## config.mk

```make
export PLATFORM = sky130hd
export DESIGN_NAME = ledi_indicator
export DESIGN_NICKNAME = d
export VERILOG_FILES = /design/src/inc/ledi_pkg.sv /design/src/hw/ledi_indicator.sv
export SDC_FILE = /design/constraint.sdc
export NUM_CORES = 1
export LEC_CHECK = 0
export ABC_CLOCK_PERIOD_IN_PS = 3300
export BUFFER_PORTS_ARGS = -buffer_cell sky130_fd_sc_hd__buf_2
export CORE_ASPECT_RATIO = 0.7
export CORE_MARGIN = 2
export CORE_UTILIZATION = 40
export CTS_CLUSTER_DIAMETER = 40
export CTS_CLUSTER_SIZE = 16
export DETAILED_ROUTE_END_ITERATION = 6
export SLEW_MARGIN = 15
export SYNTH_ARGS = -nofsm -noshare
export SYNTH_HDL_FRONTEND = slang
export SYNTH_SLANG_ARGS = --single-unit
```

## constraint.sdc

```tcl
create_clock -name i_clk -period 3.3 [get_ports i_clk]
set_clock_uncertainty 0.15 [all_clocks]
set_input_delay 0.66 -clock i_clk [delete_from_list [all_inputs] [get_ports i_clk]]
set_output_delay 0.66 -clock i_clk [all_outputs]
set_load 0.03 [all_outputs]
```

## src/inc/ledi_pkg.sv

```systemverilog
// Constants, register map and carrier types of the LED indicator block.
// Assumes a 50 MHz core clock shared by the block and its status sources.
`default_nettype none
package ledi_pkg;
    // Clock and timing
    localparam int LEDI_CLK_HZ = 50_000_000;
    localparam int LEDI_MS_PER_S = 1000;
    localparam int LEDI_HOLD_MS = 10;
    localparam int LEDI_HOLD_CYC = LEDI_CLK_HZ / LEDI_MS_PER_S * LEDI_HOLD_MS;
    localparam int LEDI_FAST_HZ = 16;
    localparam int LEDI_SLOW_HZ = 2;
    localparam int LEDI_SLOTS_N = 12;
    localparam int LEDI_TICK_CYC = LEDI_CLK_HZ / (LEDI_FAST_HZ * LEDI_SLOTS_N);
    localparam int LEDI_PHASE_N = LEDI_SLOTS_N * LEDI_FAST_HZ / LEDI_SLOW_HZ;
    localparam int LEDI_RATE_MAX = 3;

    // Register addresses
    localparam logic [15:0] LEDI_ADDR_FORCE = 16'ha00b;
    localparam logic [15:0] LEDI_ADDR_LED_ONE = 16'ha00d;
    localparam logic [15:0] LEDI_ADDR_LED_TWO = 16'ha00e;
    localparam logic [15:0] LEDI_ADDR_BLINK = 16'ha00f;

    // Reset values
    localparam logic [15:0] LEDI_LED_CTRL_RST = 16'h0610;
    localparam logic [15:0] LEDI_FORCE_RST = 16'h0000;
    localparam logic [2:0] LEDI_DUTY_RST = 3'h0;
    localparam logic [1:0] LEDI_MODE_TWO_RATE_RST = 2'h1;
    localparam logic [1:0] LEDI_MODE_ONE_RATE_RST = 2'h2;

    // Per-LED behaviour control bits
    localparam int LEDI_B_SEL = 13;
    localparam int LEDI_B_FDX_ON = 12;
    localparam int LEDI_B_HDX_ON = 11;
    localparam int LEDI_B_TX_BLK = 10;
    localparam int LEDI_B_RX_BLK = 9;
    localparam int LEDI_B_TX_ON = 8;
    localparam int LEDI_B_RX_ON = 7;
    localparam int LEDI_B_GIG_ON = 6;
    localparam int LEDI_B_FAST_ON = 5;
    localparam int LEDI_B_TEN_ON = 4;
    localparam int LEDI_B_COL_BLK = 3;
    localparam int LEDI_B_GIG_BLK = 2;
    localparam int LEDI_B_FAST_BLK = 1;
    localparam int LEDI_B_TEN_BLK = 0;

    // Blink timing fields
    localparam int LEDI_DUTY_LSB = 4;
    localparam int LEDI_MODE_TWO_LSB = 2;
    localparam int LEDI_MODE_ONE_LSB = 0;

    // Force control fields
    localparam int LEDI_F1_EN = 5;
    localparam int LEDI_F1_MODE_LSB = 3;
    localparam int LEDI_F2_EN = 8;
    localparam int LEDI_F2_MODE_LSB = 6;
    localparam logic [1:0] LEDI_FRC_OFF = 2'h0;
    localparam logic [1:0] LEDI_FRC_ON = 2'h1;
    localparam logic [1:0] LEDI_FRC_BLINK_ONE = 2'h2;
    localparam logic [1:0] LEDI_FRC_BLINK_TWO = 2'h3;

    // Speed codes
    localparam logic [1:0] LEDI_SPD_TEN = 2'h0;
    localparam logic [1:0] LEDI_SPD_FAST = 2'h1;
    localparam logic [1:0] LEDI_SPD_GIG = 2'h2;

    // On slots out of twelve for each duty code
    localparam logic [7:0][3:0] LEDI_DUTY_ON = {4'h2, 4'h3, 4'h4, 4'h6,
                                                4'ha, 4'h9, 4'h8, 4'h6};

    typedef logic [15:0] ledi_word_t;

    typedef struct packed {
        logic link;
        logic [1:0] speed;
        logic full_duplex;
        logic tx_act;
        logic rx_act;
        logic collision;
    } ledi_phy_s;
endpackage : ledi_pkg
`default_nettype wire

```

## src/hw/ledi_indicator.sv

```systemverilog
// LED indicator control: two LED lanes, blink generator and registers.
// Assumes PHY status inputs come from logic on the same core clock.
//
// Overview of operation
// - Select bit: activity blinks always or if on
// - Full duplex enable lights LED steadily
// - Half duplex enable lights LED steadily
// - Transmit activity blinks at mode two rate
// - Receive activity blinks at mode two rate
// - Transmit activity holds LED on 10 ms
// - Receive activity holds LED on 10 ms
// - Speed-on bits light LED at matching speed
// - Collision blink bit blinks LED on collision
// - Speed-blink bits blink LED at matching speed
// - Any active blink overrides steady indication
// - Duty field sets blink on/off ratio
// - Mode two rate field, reset 4 Hz
// - Mode one rate field, reset 8 Hz
// - Force mode overrides normal indication
`timescale 1ns/10ps
`default_nettype none

module ledi_lane #(
    parameter int HOLD_CYC = ledi_pkg::LEDI_HOLD_CYC
) (
    input wire logic i_clk,
    input wire logic i_resetn,
    input wire ledi_pkg::ledi_word_t i_ctrl,
    input wire logic i_force_en,
    input wire logic [1:0] i_force_mode,
    input wire ledi_pkg::ledi_phy_s i_phy,
    input wire logic i_blink_one,
    input wire logic i_blink_two,
    output logic o_led
);
    localparam int HW = $clog2(HOLD_CYC + 1);
    localparam logic [HW-1:0] HOLD_LOAD = HW'(HOLD_CYC);

    logic [HW-1:0] hold_r;
    logic is_gig;
    logic is_fast;
    logic is_ten;
    logic on_cond;
    logic act_blk;
    logic oth_blk;
    logic hold_load;
    logic led_nxt;

    assign is_gig = i_phy.link && (i_phy.speed == ledi_pkg::LEDI_SPD_GIG);
    assign is_fast = i_phy.link && (i_phy.speed == ledi_pkg::LEDI_SPD_FAST);
    assign is_ten = i_phy.link && (i_phy.speed == ledi_pkg::LEDI_SPD_TEN);

    assign on_cond = i_phy.link &&
        ((i_ctrl[ledi_pkg::LEDI_B_FDX_ON] && i_phy.full_duplex) ||
         (i_ctrl[ledi_pkg::LEDI_B_HDX_ON] && !i_phy.full_duplex) ||
         (i_ctrl[ledi_pkg::LEDI_B_GIG_ON] && is_gig) ||
         (i_ctrl[ledi_pkg::LEDI_B_FAST_ON] && is_fast) ||
         (i_ctrl[ledi_pkg::LEDI_B_TEN_ON] && is_ten));

    assign act_blk = i_phy.link &&
        (i_ctrl[ledi_pkg::LEDI_B_SEL] || on_cond) &&
        ((i_ctrl[ledi_pkg::LEDI_B_TX_BLK] && i_phy.tx_act) ||
         (i_ctrl[ledi_pkg::LEDI_B_RX_BLK] && i_phy.rx_act));

    assign oth_blk = i_phy.link &&
        ((i_ctrl[ledi_pkg::LEDI_B_COL_BLK] && i_phy.collision) ||
         (i_ctrl[ledi_pkg::LEDI_B_GIG_BLK] && is_gig) ||
         (i_ctrl[ledi_pkg::LEDI_B_FAST_BLK] && is_fast) ||
         (i_ctrl[ledi_pkg::LEDI_B_TEN_BLK] && is_ten));

    assign hold_load = i_phy.link && !act_blk && !oth_blk &&
        ((i_ctrl[ledi_pkg::LEDI_B_TX_ON] && i_phy.tx_act) ||
         (i_ctrl[ledi_pkg::LEDI_B_RX_ON] && i_phy.rx_act));

    always_ff @(posedge i_clk or negedge i_resetn) begin
        if (!i_resetn) begin
            hold_r <= '0;
        end else if (hold_load) begin
            hold_r <= HOLD_LOAD;
        end else if (hold_r != '0) begin
            hold_r <= hold_r - HW'(1);
        end
    end

    always_comb begin
        led_nxt = 1'b0;
        if (i_force_en) begin
            case (i_force_mode)
                ledi_pkg::LEDI_FRC_OFF: led_nxt = 1'b0;
                ledi_pkg::LEDI_FRC_ON: led_nxt = 1'b1;
                ledi_pkg::LEDI_FRC_BLINK_ONE: led_nxt = i_blink_one;
                ledi_pkg::LEDI_FRC_BLINK_TWO: led_nxt = i_blink_two;
                default: led_nxt = 1'b0;
            endcase
        end else if (act_blk) begin
            led_nxt = i_blink_two;
        end else if (oth_blk) begin
            led_nxt = i_blink_one;
        end else begin
            led_nxt = on_cond || hold_load || (i_phy.link && hold_r != '0);
        end
    end

    always_ff @(posedge i_clk or negedge i_resetn) begin
        if (!i_resetn) begin
            o_led <= 1'b0;
        end else begin
            o_led <= led_nxt;
        end
    end
endmodule : ledi_lane

module ledi_indicator #(
    parameter int HOLD_CYC = ledi_pkg::LEDI_HOLD_CYC,
    parameter int TICK_CYC = ledi_pkg::LEDI_TICK_CYC
) (
    input wire logic i_clk,
    input wire logic i_resetn,
    input wire logic [15:0] i_addr,
    input wire logic [15:0] i_wdata,
    input wire logic i_wr,
    input wire logic i_rd,
    input wire ledi_pkg::ledi_phy_s i_phy,
    output logic [15:0] o_rdata,
    output logic o_led_one,
    output logic o_led_two
);
    localparam int TW = $clog2(TICK_CYC);
    localparam int PW = $clog2(ledi_pkg::LEDI_PHASE_N);
    localparam logic [TW-1:0] TICK_LAST = TW'(TICK_CYC - 1);
    localparam logic [PW-1:0] PHASE_LAST = PW'(ledi_pkg::LEDI_PHASE_N - 1);
    localparam logic [PW-1:0] SLOTS = PW'(ledi_pkg::LEDI_SLOTS_N);

    ledi_pkg::ledi_word_t ctrl_one_r;
    ledi_pkg::ledi_word_t ctrl_two_r;
    ledi_pkg::ledi_word_t force_r;
    logic [2:0] duty_r;
    logic [1:0] rate_two_r;
    logic [1:0] rate_one_r;
    logic [TW-1:0] tick_r;
    logic [PW-1:0] phase_r;
    logic blink_one_r;
    logic blink_two_r;
    logic [15:0] rdata_nxt;
    logic [15:0] blink_word;

    assign blink_word = {9'h000, duty_r, rate_two_r, rate_one_r};

    // Register writes
    always_ff @(posedge i_clk or negedge i_resetn) begin
        if (!i_resetn) begin
            ctrl_one_r <= ledi_pkg::LEDI_LED_CTRL_RST;
            ctrl_two_r <= ledi_pkg::LEDI_LED_CTRL_RST;
            force_r <= ledi_pkg::LEDI_FORCE_RST;
        end else if (i_wr) begin
            case (i_addr)
                ledi_pkg::LEDI_ADDR_LED_ONE: ctrl_one_r <= i_wdata;
                ledi_pkg::LEDI_ADDR_LED_TWO: ctrl_two_r <= i_wdata;
                ledi_pkg::LEDI_ADDR_FORCE: force_r <= i_wdata;
                default: ;
            endcase
        end
    end

    always_ff @(posedge i_clk or negedge i_resetn) begin
        if (!i_resetn) begin
            duty_r <= ledi_pkg::LEDI_DUTY_RST;
            rate_two_r <= ledi_pkg::LEDI_MODE_TWO_RATE_RST;
            rate_one_r <= ledi_pkg::LEDI_MODE_ONE_RATE_RST;
        end else if (i_wr && i_addr == ledi_pkg::LEDI_ADDR_BLINK) begin
            duty_r <= i_wdata[ledi_pkg::LEDI_DUTY_LSB +: 3];
            rate_two_r <= i_wdata[ledi_pkg::LEDI_MODE_TWO_LSB +: 2];
            rate_one_r <= i_wdata[ledi_pkg::LEDI_MODE_ONE_LSB +: 2];
        end
    end

    // Register reads, data one cycle later
    always_comb begin
        case (i_addr)
            ledi_pkg::LEDI_ADDR_LED_ONE: rdata_nxt = ctrl_one_r;
            ledi_pkg::LEDI_ADDR_LED_TWO: rdata_nxt = ctrl_two_r;
            ledi_pkg::LEDI_ADDR_FORCE: rdata_nxt = force_r;
            ledi_pkg::LEDI_ADDR_BLINK: rdata_nxt = blink_word;
            default: rdata_nxt = 16'h0000;
        endcase
    end

    always_ff @(posedge i_clk or negedge i_resetn) begin
        if (!i_resetn) begin
            o_rdata <= 16'h0000;
        end else if (i_rd) begin
            o_rdata <= rdata_nxt;
        end else begin
            o_rdata <= 16'h0000;
        end
    end

    // Slot tick and blink phase from the core clock
    always_ff @(posedge i_clk or negedge i_resetn) begin
        if (!i_resetn) begin
            tick_r <= '0;
            phase_r <= '0;
        end else if (tick_r == TICK_LAST) begin
            tick_r <= '0;
            phase_r <= (phase_r == PHASE_LAST) ? '0 : phase_r + PW'(1);
        end else begin
            tick_r <= tick_r + TW'(1);
        end
    end

    function automatic logic blink_level(input logic [PW-1:0] phase,
                                         input logic [1:0] rate,
                                         input logic [2:0] duty);
        logic [PW-1:0] slot;
        slot = (phase >> (2'(ledi_pkg::LEDI_RATE_MAX) - rate)) % SLOTS;
        blink_level = slot < PW'(ledi_pkg::LEDI_DUTY_ON[duty]);
    endfunction : blink_level

    always_ff @(posedge i_clk or negedge i_resetn) begin
        if (!i_resetn) begin
            blink_one_r <= 1'b0;
            blink_two_r <= 1'b0;
        end else begin
            blink_one_r <= blink_level(phase_r, rate_one_r, duty_r);
            blink_two_r <= blink_level(phase_r, rate_two_r, duty_r);
        end
    end

    ledi_lane #(
        .HOLD_CYC(HOLD_CYC)
    ) u_lane_one (
        .i_clk(i_clk),
        .i_resetn(i_resetn),
        .i_ctrl(ctrl_one_r),
        .i_force_en(force_r[ledi_pkg::LEDI_F1_EN]),
        .i_force_mode(force_r[ledi_pkg::LEDI_F1_MODE_LSB +: 2]),
        .i_phy(i_phy),
        .i_blink_one(blink_one_r),
        .i_blink_two(blink_two_r),
        .o_led(o_led_one)
    );

    ledi_lane #(
        .HOLD_CYC(HOLD_CYC)
    ) u_lane_two (
        .i_clk(i_clk),
        .i_resetn(i_resetn),
        .i_ctrl(ctrl_two_r),
        .i_force_en(force_r[ledi_pkg::LEDI_F2_EN]),
        .i_force_mode(force_r[ledi_pkg::LEDI_F2_MODE_LSB +: 2]),
        .i_phy(i_phy),
        .i_blink_one(blink_one_r),
        .i_blink_two(blink_two_r),
        .o_led(o_led_two)
    );
endmodule : ledi_indicator
`default_nettype wire

```

# After elaboration in Yosys (flattened, before gate mapping)
# Memories as Yosys holds them, arrays and structs flattened.
# Cells that the tools add are included.
# word_totals
ff_bits	138
latch_bits	0
ram_bits	0
mem_bits_ro	32
input_bits	43
output_inout_bits	18
elab_cells	145
memories	1
# classes
addsub	6
multipliers	0
n_div	2
magnitude_cmp	3
n_eq_ne	14
n_shift	2
muxes	17
bitwise	0
reduce_logical	85
# memory_table
memory	words	width	rd	rd_clocked_by_memory_dff	wr	line	rtl
(no name shown)	8	4	1	0	0	ledi_indicator.sv:216	blink_level = slot < PW'(ledi_pkg::LEDI_DUTY_ON[duty]);
# op_table
operator	count
two-way mux 19 bit	4
equality test 16 bit, second input constant	4
case mux 16 bit (4 select lines)	1
logical AND 1 bit	46
nonzero test 19 bit	2
subtractor 19 x 1 -> 19 bit, second input constant	2
logical OR 1 bit	24
adder 18 x 1 -> 18 bit, second input constant	1
equality test 18 bit, second input constant	1
two-way mux 18 bit	1
two-way mux 16 bit	1
less-than comparator 7 x 4 -> 1 bit	2
remainder unit 7 x 4 -> 7 bit, second input constant	2
>> shifter 7 x 2 -> 7 bit	2
equality test 2 bit, second input constant	5
case mux 1 bit (4 select lines)	2
adder 7 x 1 -> 7 bit, second input constant	1
equality test 7 bit, second input constant	1
two-way mux 7 bit	1
equality test 2 x 1 -> 1 bit, second input constant	3
logical NOT 2 bit	3
two-way mux 1 bit	6
AND reduction 2 bit	3
logical NOT 1 bit	5
other kinds (4)	6

# Longest topological paths before layout
# logic_depth
ltp_word	19
mapped_depth	11
depth_no_buf	9

# Modules after synthesis
# A second synthesis with hierarchy kept.
# hier_totals
hier_cells	660
area_unflattened_um2	7388.3
# modules_own_cells
mod	n_inst	cells_per_inst	area_per_inst_um2	seq_area_each_um2
ledi_indicator	1	416	4926.0	2462.4
ledi_lane	2	122	1231.2	500.5

# Worst setup path after synthesis
# OpenSTA, ideal clock, no wires.
# synth_path
path_kind	in2reg
start	in i_addr[12]
end	reg force_r[0]
setup_time_ns	0.125
arrival_time_ns	2.204
required_time_ns	3.025
path_slack_ns	0.821
stages	6
n_path_buf	1
path_cell_list	nor3b_1 -> nand4_4 -> nor4b_4 -> nand2_4 -> buf_6 -> mux2_4
# synth_via
elab_chain_len	2
# synth_rtl
item	line	rtl
start, declared	ledi_indicator.sv:119	input wire logic [15:0] i_addr,
equality test 16 bit	ledi_indicator.sv:156	case (i_addr)
AND reduction 2 bit (no line)	--	
end signal, assigned	ledi_indicator.sv:154	force_r <= ledi_pkg::LEDI_FORCE_RST;
end signal, assigned	ledi_indicator.sv:159	ledi_pkg::LEDI_ADDR_FORCE: force_r <= i_wdata;
end, declared	ledi_indicator.sv:136	ledi_pkg::ledi_word_t force_r;
# Every way passes these cells.
# A chain may end at the register's enable or synchronous reset.

# Worst setup path after layout
# layout_path
start	reg rate_two_r[0]
end	reg blink_two_r
# layout_via
elab_chain_len	4
# layout_rtl
item	line	rtl
start, declared	ledi_indicator.sv:138	logic [1:0] rate_two_r;
start signal, assigned	ledi_indicator.sv:168	rate_two_r <= ledi_pkg::LEDI_MODE_TWO_RATE_RST;
start signal, assigned	ledi_indicator.sv:172	rate_two_r <= i_wdata[ledi_pkg::LEDI_MODE_TWO_LSB +: 2];
subtractor 2 bit	ledi_indicator.sv:215	slot = (phase >> (2'(ledi_pkg::LEDI_RATE_MAX) - rate)) % SLOTS;
>> shifter 7 x 2 -> 7 bit	ledi_indicator.sv:215	
remainder unit 7 x 4 -> 7 bit	ledi_indicator.sv:215	
less-than comparator 7 x 4 -> 1 bit	ledi_indicator.sv:216	
end signal, assigned	ledi_indicator.sv:225	blink_two_r <= blink_level(phase_r, rate_two_r, duty_r);
end, declared	ledi_indicator.sv:143	logic blink_two_r;
# Every way passes these cells.

==> Flow_metrics.wiki <==
{| class="wikitable"
! Metric !! Value
|-
| Fin. Hold Viols || 0
|-
| Max Cap Viol || 0
|-
| Cells on worst reg2reg path || 9
|-
| Total negative setup slack || 0 ps
|-
| H-tree levels || 4
|-
| Number of warnings printed during yosys synthesis || 0
|-
| Result of the run || finished clean
|-
| Full die area || 19,300 um2
|-
| Average cell area after synthesis || 11.0 um2
|-
| Post-detailed-route DRC marker count || 0
|-
| Critical register-to-register path endpoint || blink_two_r
|-
| Wire length of the first global-routing pass || 28,600 um
|-
| Antenna violations before repair || 0
|-
| Detail-routed via count per cell || 5.54
|-
| Power share of the combinational group || 4.6%
|-
| Launch instance of the worst register-to-register path || rate_two_r[0]
|-
| Nets in the synthesized netlist || 720
|-
| Clock latency reported for the late side of the worst-skew pair || 430 ps
|-
| Sequential cell area || 3460 um2
|-
| Final setup violation count || 0
|-
| Peak fanout along the critical path || 12
|-
| Worst path arrival time || 3000 ps
|-
| Highest cell delay on the worst timing path || 670 ps
|-
| Max Root-Sink Buffers || 2
|-
| Port bufs || 60
|-
| Fraction of post-synthesis cell area in the top cell type by area || 44.6%
|-
| Minimum period implied by the final worst setup slack || 2830 ps
|-
| Number of CTS-inserted buffers || 17
|-
| Largest voltage drop on the vdd net || 0.310 mV
|-
| Stages on the worst setup path || 9
|-
| Main area contributors after synthesis || sky130_fd_sc_hd__dfrtp_1, sky130_fd_sc_hd__mux2_2, sky130_fd_sc_hd__nor2_1
|-
| Overflow left after global routing || 0
|-
| Distinct cell type count of the synthesized netlist || 68
|-
| Category of the worst setup path capture point || register
|-
| Hold crit path type || input pin to async pin
|-
| Most frequent cell after synthesis || sky130_fd_sc_hd__dfrtp_1
|-
| Number of inserted diodes || 0
|-
| Flop pwr share || 46.6%
|-
| FF+latch count, synth || 138
|-
| HPWL after DPL || 12,100 um
|-
| Root Buffer || sky130_fd_sc_hd__clkbuf_16
|-
| Required @ worst endpoint || 3470 ps
|-
| Launching instance or port of the critical path || rate_two_r[0]
|-
| Final estimated routing congestion in global placement || 0.793
|-
| Share of the clock period used by the worst path after layout || 85.9%
|-
| Leakage power summed over all cells || 3.66 nW
|-
| Proportion of register bits with asynchronous set or reset after synthesis || 100%
|-
| Post-synthesis cell count || 664
|-
| Post-CTS setup buffers || 0
|-
| Routed length per placed instance || 17.8 um
|-
| Worst setup path endpoint || blink_two_r
|-
| Post-synthesis instance area || 7290 um2
|-
| Relative slew margins || 52.0%
|-
| Number of synthesized flops with an enable pin || 0
|-
| Most used DFF post-synth || sky130_fd_sc_hd__dfrtp_1
|-
| Share of total power consumed by net switching || 23.1%
|-
| # IOs || 61
|-
| Setup repair after global routing missed its margin || false
|-
| Horizontal extent of the die || 165 um
|-
| Remaining antenna violation count after routing || 0
|-
| GRT Total Usage || 19.3%
|-
| End-of-flow core utilization || 47.3%
|-
| Layout cell share with drive strength beyond 1 || 27.1%
|-
| List of most frequent post-synthesis cells || sky130_fd_sc_hd__dfrtp_1, sky130_fd_sc_hd__nor2_1, sky130_fd_sc_hd__mux2_2, sky130_fd_sc_hd__nand2_1, sky130_fd_sc_hd__a21oi_1
|-
| Layout filler cell count || 1,629
|-
| Top Family by Delay on Critical Path || simple AND/OR/NAND/NOR gates
|-
| Critical path type || register to register
|-
| Total core area || 18,000 um2
|-
| Synth-to-Final Area Change || 16.3%
|-
| Register-to-register setup slack || 470 ps
|-
| Number of buffers inserted for hold repair after clock tree synthesis || 0
|-
| Post-cts sizing count || 0
|-
| Via count of the first global-routing pass || 5,438
|-
| Worst slew pin tran || 719 ps
|-
| CTS tree || built
|-
| Leading area contributor after synthesis || sky130_fd_sc_hd__dfrtp_1
|-
| Number of detailed-routing iterations run before antenna repair || 5
|-
| DR iter-0 viols || 411
|-
| Combined area of the multi-input logic cells || 3650 um2
|-
| Power density relative to cell area || 457 nW/um2
|-
| Slowest-stage cell, CP || sky130_fd_sc_hd__dfstp_2
|-
| Maximum clock rate || 0.353 GHz
|-
| Chip Height || 117 um
|-
| Cell chain of the critical path || mux4_2 > nand2b_1 > nor3_1 > nor3b_1 > a211o_1 > ha_1 > nand2_1 > nor2_1 > a211oi_1
|-
| Clock transition time at the flip-flop clock pins of the worst setup and hold paths || 60 ps
|-
| Internal Dissipation || 0.00298 W
|-
| Critical Path Start Type || register
|-
| Row Count || 41
|-
| Clock share of power || 48.8%
|-
| Routed vias || 5,411
|-
| Sum of routed wire length over all layers || 17,400 um
|-
| Net switching power || 0.000894 W
|-
| Effective utilization at floorplan || 40.6%
|-
| Seq/Total Area, Yosys || 47.5%
|-
| Count of buffering cells on the critical path with inverters included || 0
|-
| Max Transition Viols Final || 0
|-
| Clock sink total || 138
|-
| Maximum number of pins on one net before global-route repair || 76
|-
| Number of nets in the layout || 784
|}
==> cell usage in the layout, fill, tap and decap left out, types with 5 or more instances in the layout <==
cell type / synthesis / layout
sky130_fd_sc_hd__clkbuf_16: 0 / 17
sky130_fd_sc_hd__ha_1: 13 / 13
sky130_fd_sc_hd__o211ai_1: 7 / 7
sky130_fd_sc_hd__mux4_2: 7 / 7
sky130_fd_sc_hd__or2_2: 6 / 6
sky130_fd_sc_hd__and3_1: 9 / 9
sky130_fd_sc_hd__dfrtp_1: 130 / 130
sky130_fd_sc_hd__mux2_2: 50 / 50
sky130_fd_sc_hd__nand2b_1: 14 / 14
sky130_fd_sc_hd__nand4_1: 8 / 8
sky130_fd_sc_hd__nand3_1: 18 / 18
sky130_fd_sc_hd__a22o_1: 5 / 5
sky130_fd_sc_hd__nor2b_1: 7 / 7
sky130_fd_sc_hd__o21ai_0: 14 / 14
sky130_fd_sc_hd__a21oi_1: 28 / 28
sky130_fd_sc_hd__nor2_1: 60 / 60
sky130_fd_sc_hd__or3_1: 7 / 7
sky130_fd_sc_hd__xor2_1: 21 / 21
sky130_fd_sc_hd__nor4_1: 7 / 7
sky130_fd_sc_hd__nand2_1: 40 / 40
sky130_fd_sc_hd__inv_1: 15 / 15
sky130_fd_sc_hd__a222oi_1: 9 / 9
sky130_fd_sc_hd__clkinvlp_4: 0 / 5
sky130_fd_sc_hd__dfstp_2: 8 / 8
sky130_fd_sc_hd__mux2i_1: 9 / 9
sky130_fd_sc_hd__mux2_4: 10 / 10
sky130_fd_sc_hd__xnor2_1: 23 / 23
sky130_fd_sc_hd__nor3b_1: 6 / 6
sky130_fd_sc_hd__buf_4: 0 / 13
sky130_fd_sc_hd__nor3_1: 24 / 23
sky130_fd_sc_hd__a22oi_1: 16 / 16
sky130_fd_sc_hd__buf_2: 6 / 59
==> cell type report <==
type / instances / share of cell area [%]
Sequential cell: 138 / 40.8
Inverter: 15 / 0.664
Tap cell: 236 / 3.48
Multi-Input combinational cell: 482 / 43.1
Clock buffer: 21 / 5.54
Clock inverter: 11 / 1.43
Timing Repair Buffer: 74 / 5.00
==> power groups by stage <==
| stage | logic, W | clock network, W | registers, W |
|---|---|---|---|
| after floorplan | 0.0000816 | 0 | 0.00182 |
| after global placement | 0.000173 | 0 | 0.00183 |
| after detailed placement | 0.000182 | 0 | 0.00183 |
| after CTS | 0.000182 | 0.00194 | 0.00181 |
| after global routing | 0.000203 | 0.00201 | 0.00181 |
| final | 0.000178 | 0.00189 | 0.00181 |
==> layer usage <==
layer | track usage, % | wire [um] | vias up
met5 | 0 | 0 | -
met2 | 29.3 | 7860 | 141
met3 | 5.92 | 1020 | 11
met4 | 5.98 | 156 | 0
li1 | - | - | 2563
met1 | 26.8 | 8340 | 2696
==> worst min-delay path by stage <==
stage,endpoint,startpoint
2_1_floorplan,blink_one_r,i_resetn
4_1_cts,phase_r[6],i_resetn
6_report,phase_r[5],i_resetn
3_5_place_dp,tick_r[10],tick_r[10]
5_1_grt,phase_r[6],i_resetn
3_3_place_gp,tick_r[0],tick_r[0]
==> worst reg2reg max path, delay by kind of cell (launching register included) <==
family	cells	cell delay, ps
AOI/OAI and AO/OA	2	400
and+or+nand+nor	5	720
adders and majority gates	1	220
muxes	1	570
DFF	1	670
==> per-stage QoR <==
stage               cell area (um2)  setup WS (ps)  std cells  hold WS [ps]  power [W]
global placement               7890            629        945           321    0.00200
floorplan                      7290            821        664           214    0.00190
global route                   8490            276        977           162    0.00403
finish                         8490            466        977           101    0.00387
detailed placement             7890            537        945           333    0.00202
CTS                            8490            507        977           130    0.00392
==> cell families (layout without fill, tap and decap cells) <==
logic type	Yosys count	after routing	share of synthesized area [%]
buf+inv	44	121	2.47
fa+ha+maj	13	13	2.23
flops	138	138	47.5
compound gates	114	114	11.0
xor+xnor	44	44	5.28
simple gates	235	235	18.4
mux	76	76	13.2
==> state kept, by name (all words and copies together) (netlist names), 2 cells and up <==
signal / count
rate_two_r: 2
duty_r: 3
ctrl_one_r: 16
u_lane_one.hold_r: 19
force_r: 16
ctrl_two_r: 16
phase_r: 7
tick_r: 18
rate_one_r: 2
u_lane_two.hold_r: 19
o_rdata: 16
(Power assumes the default switching activity.)
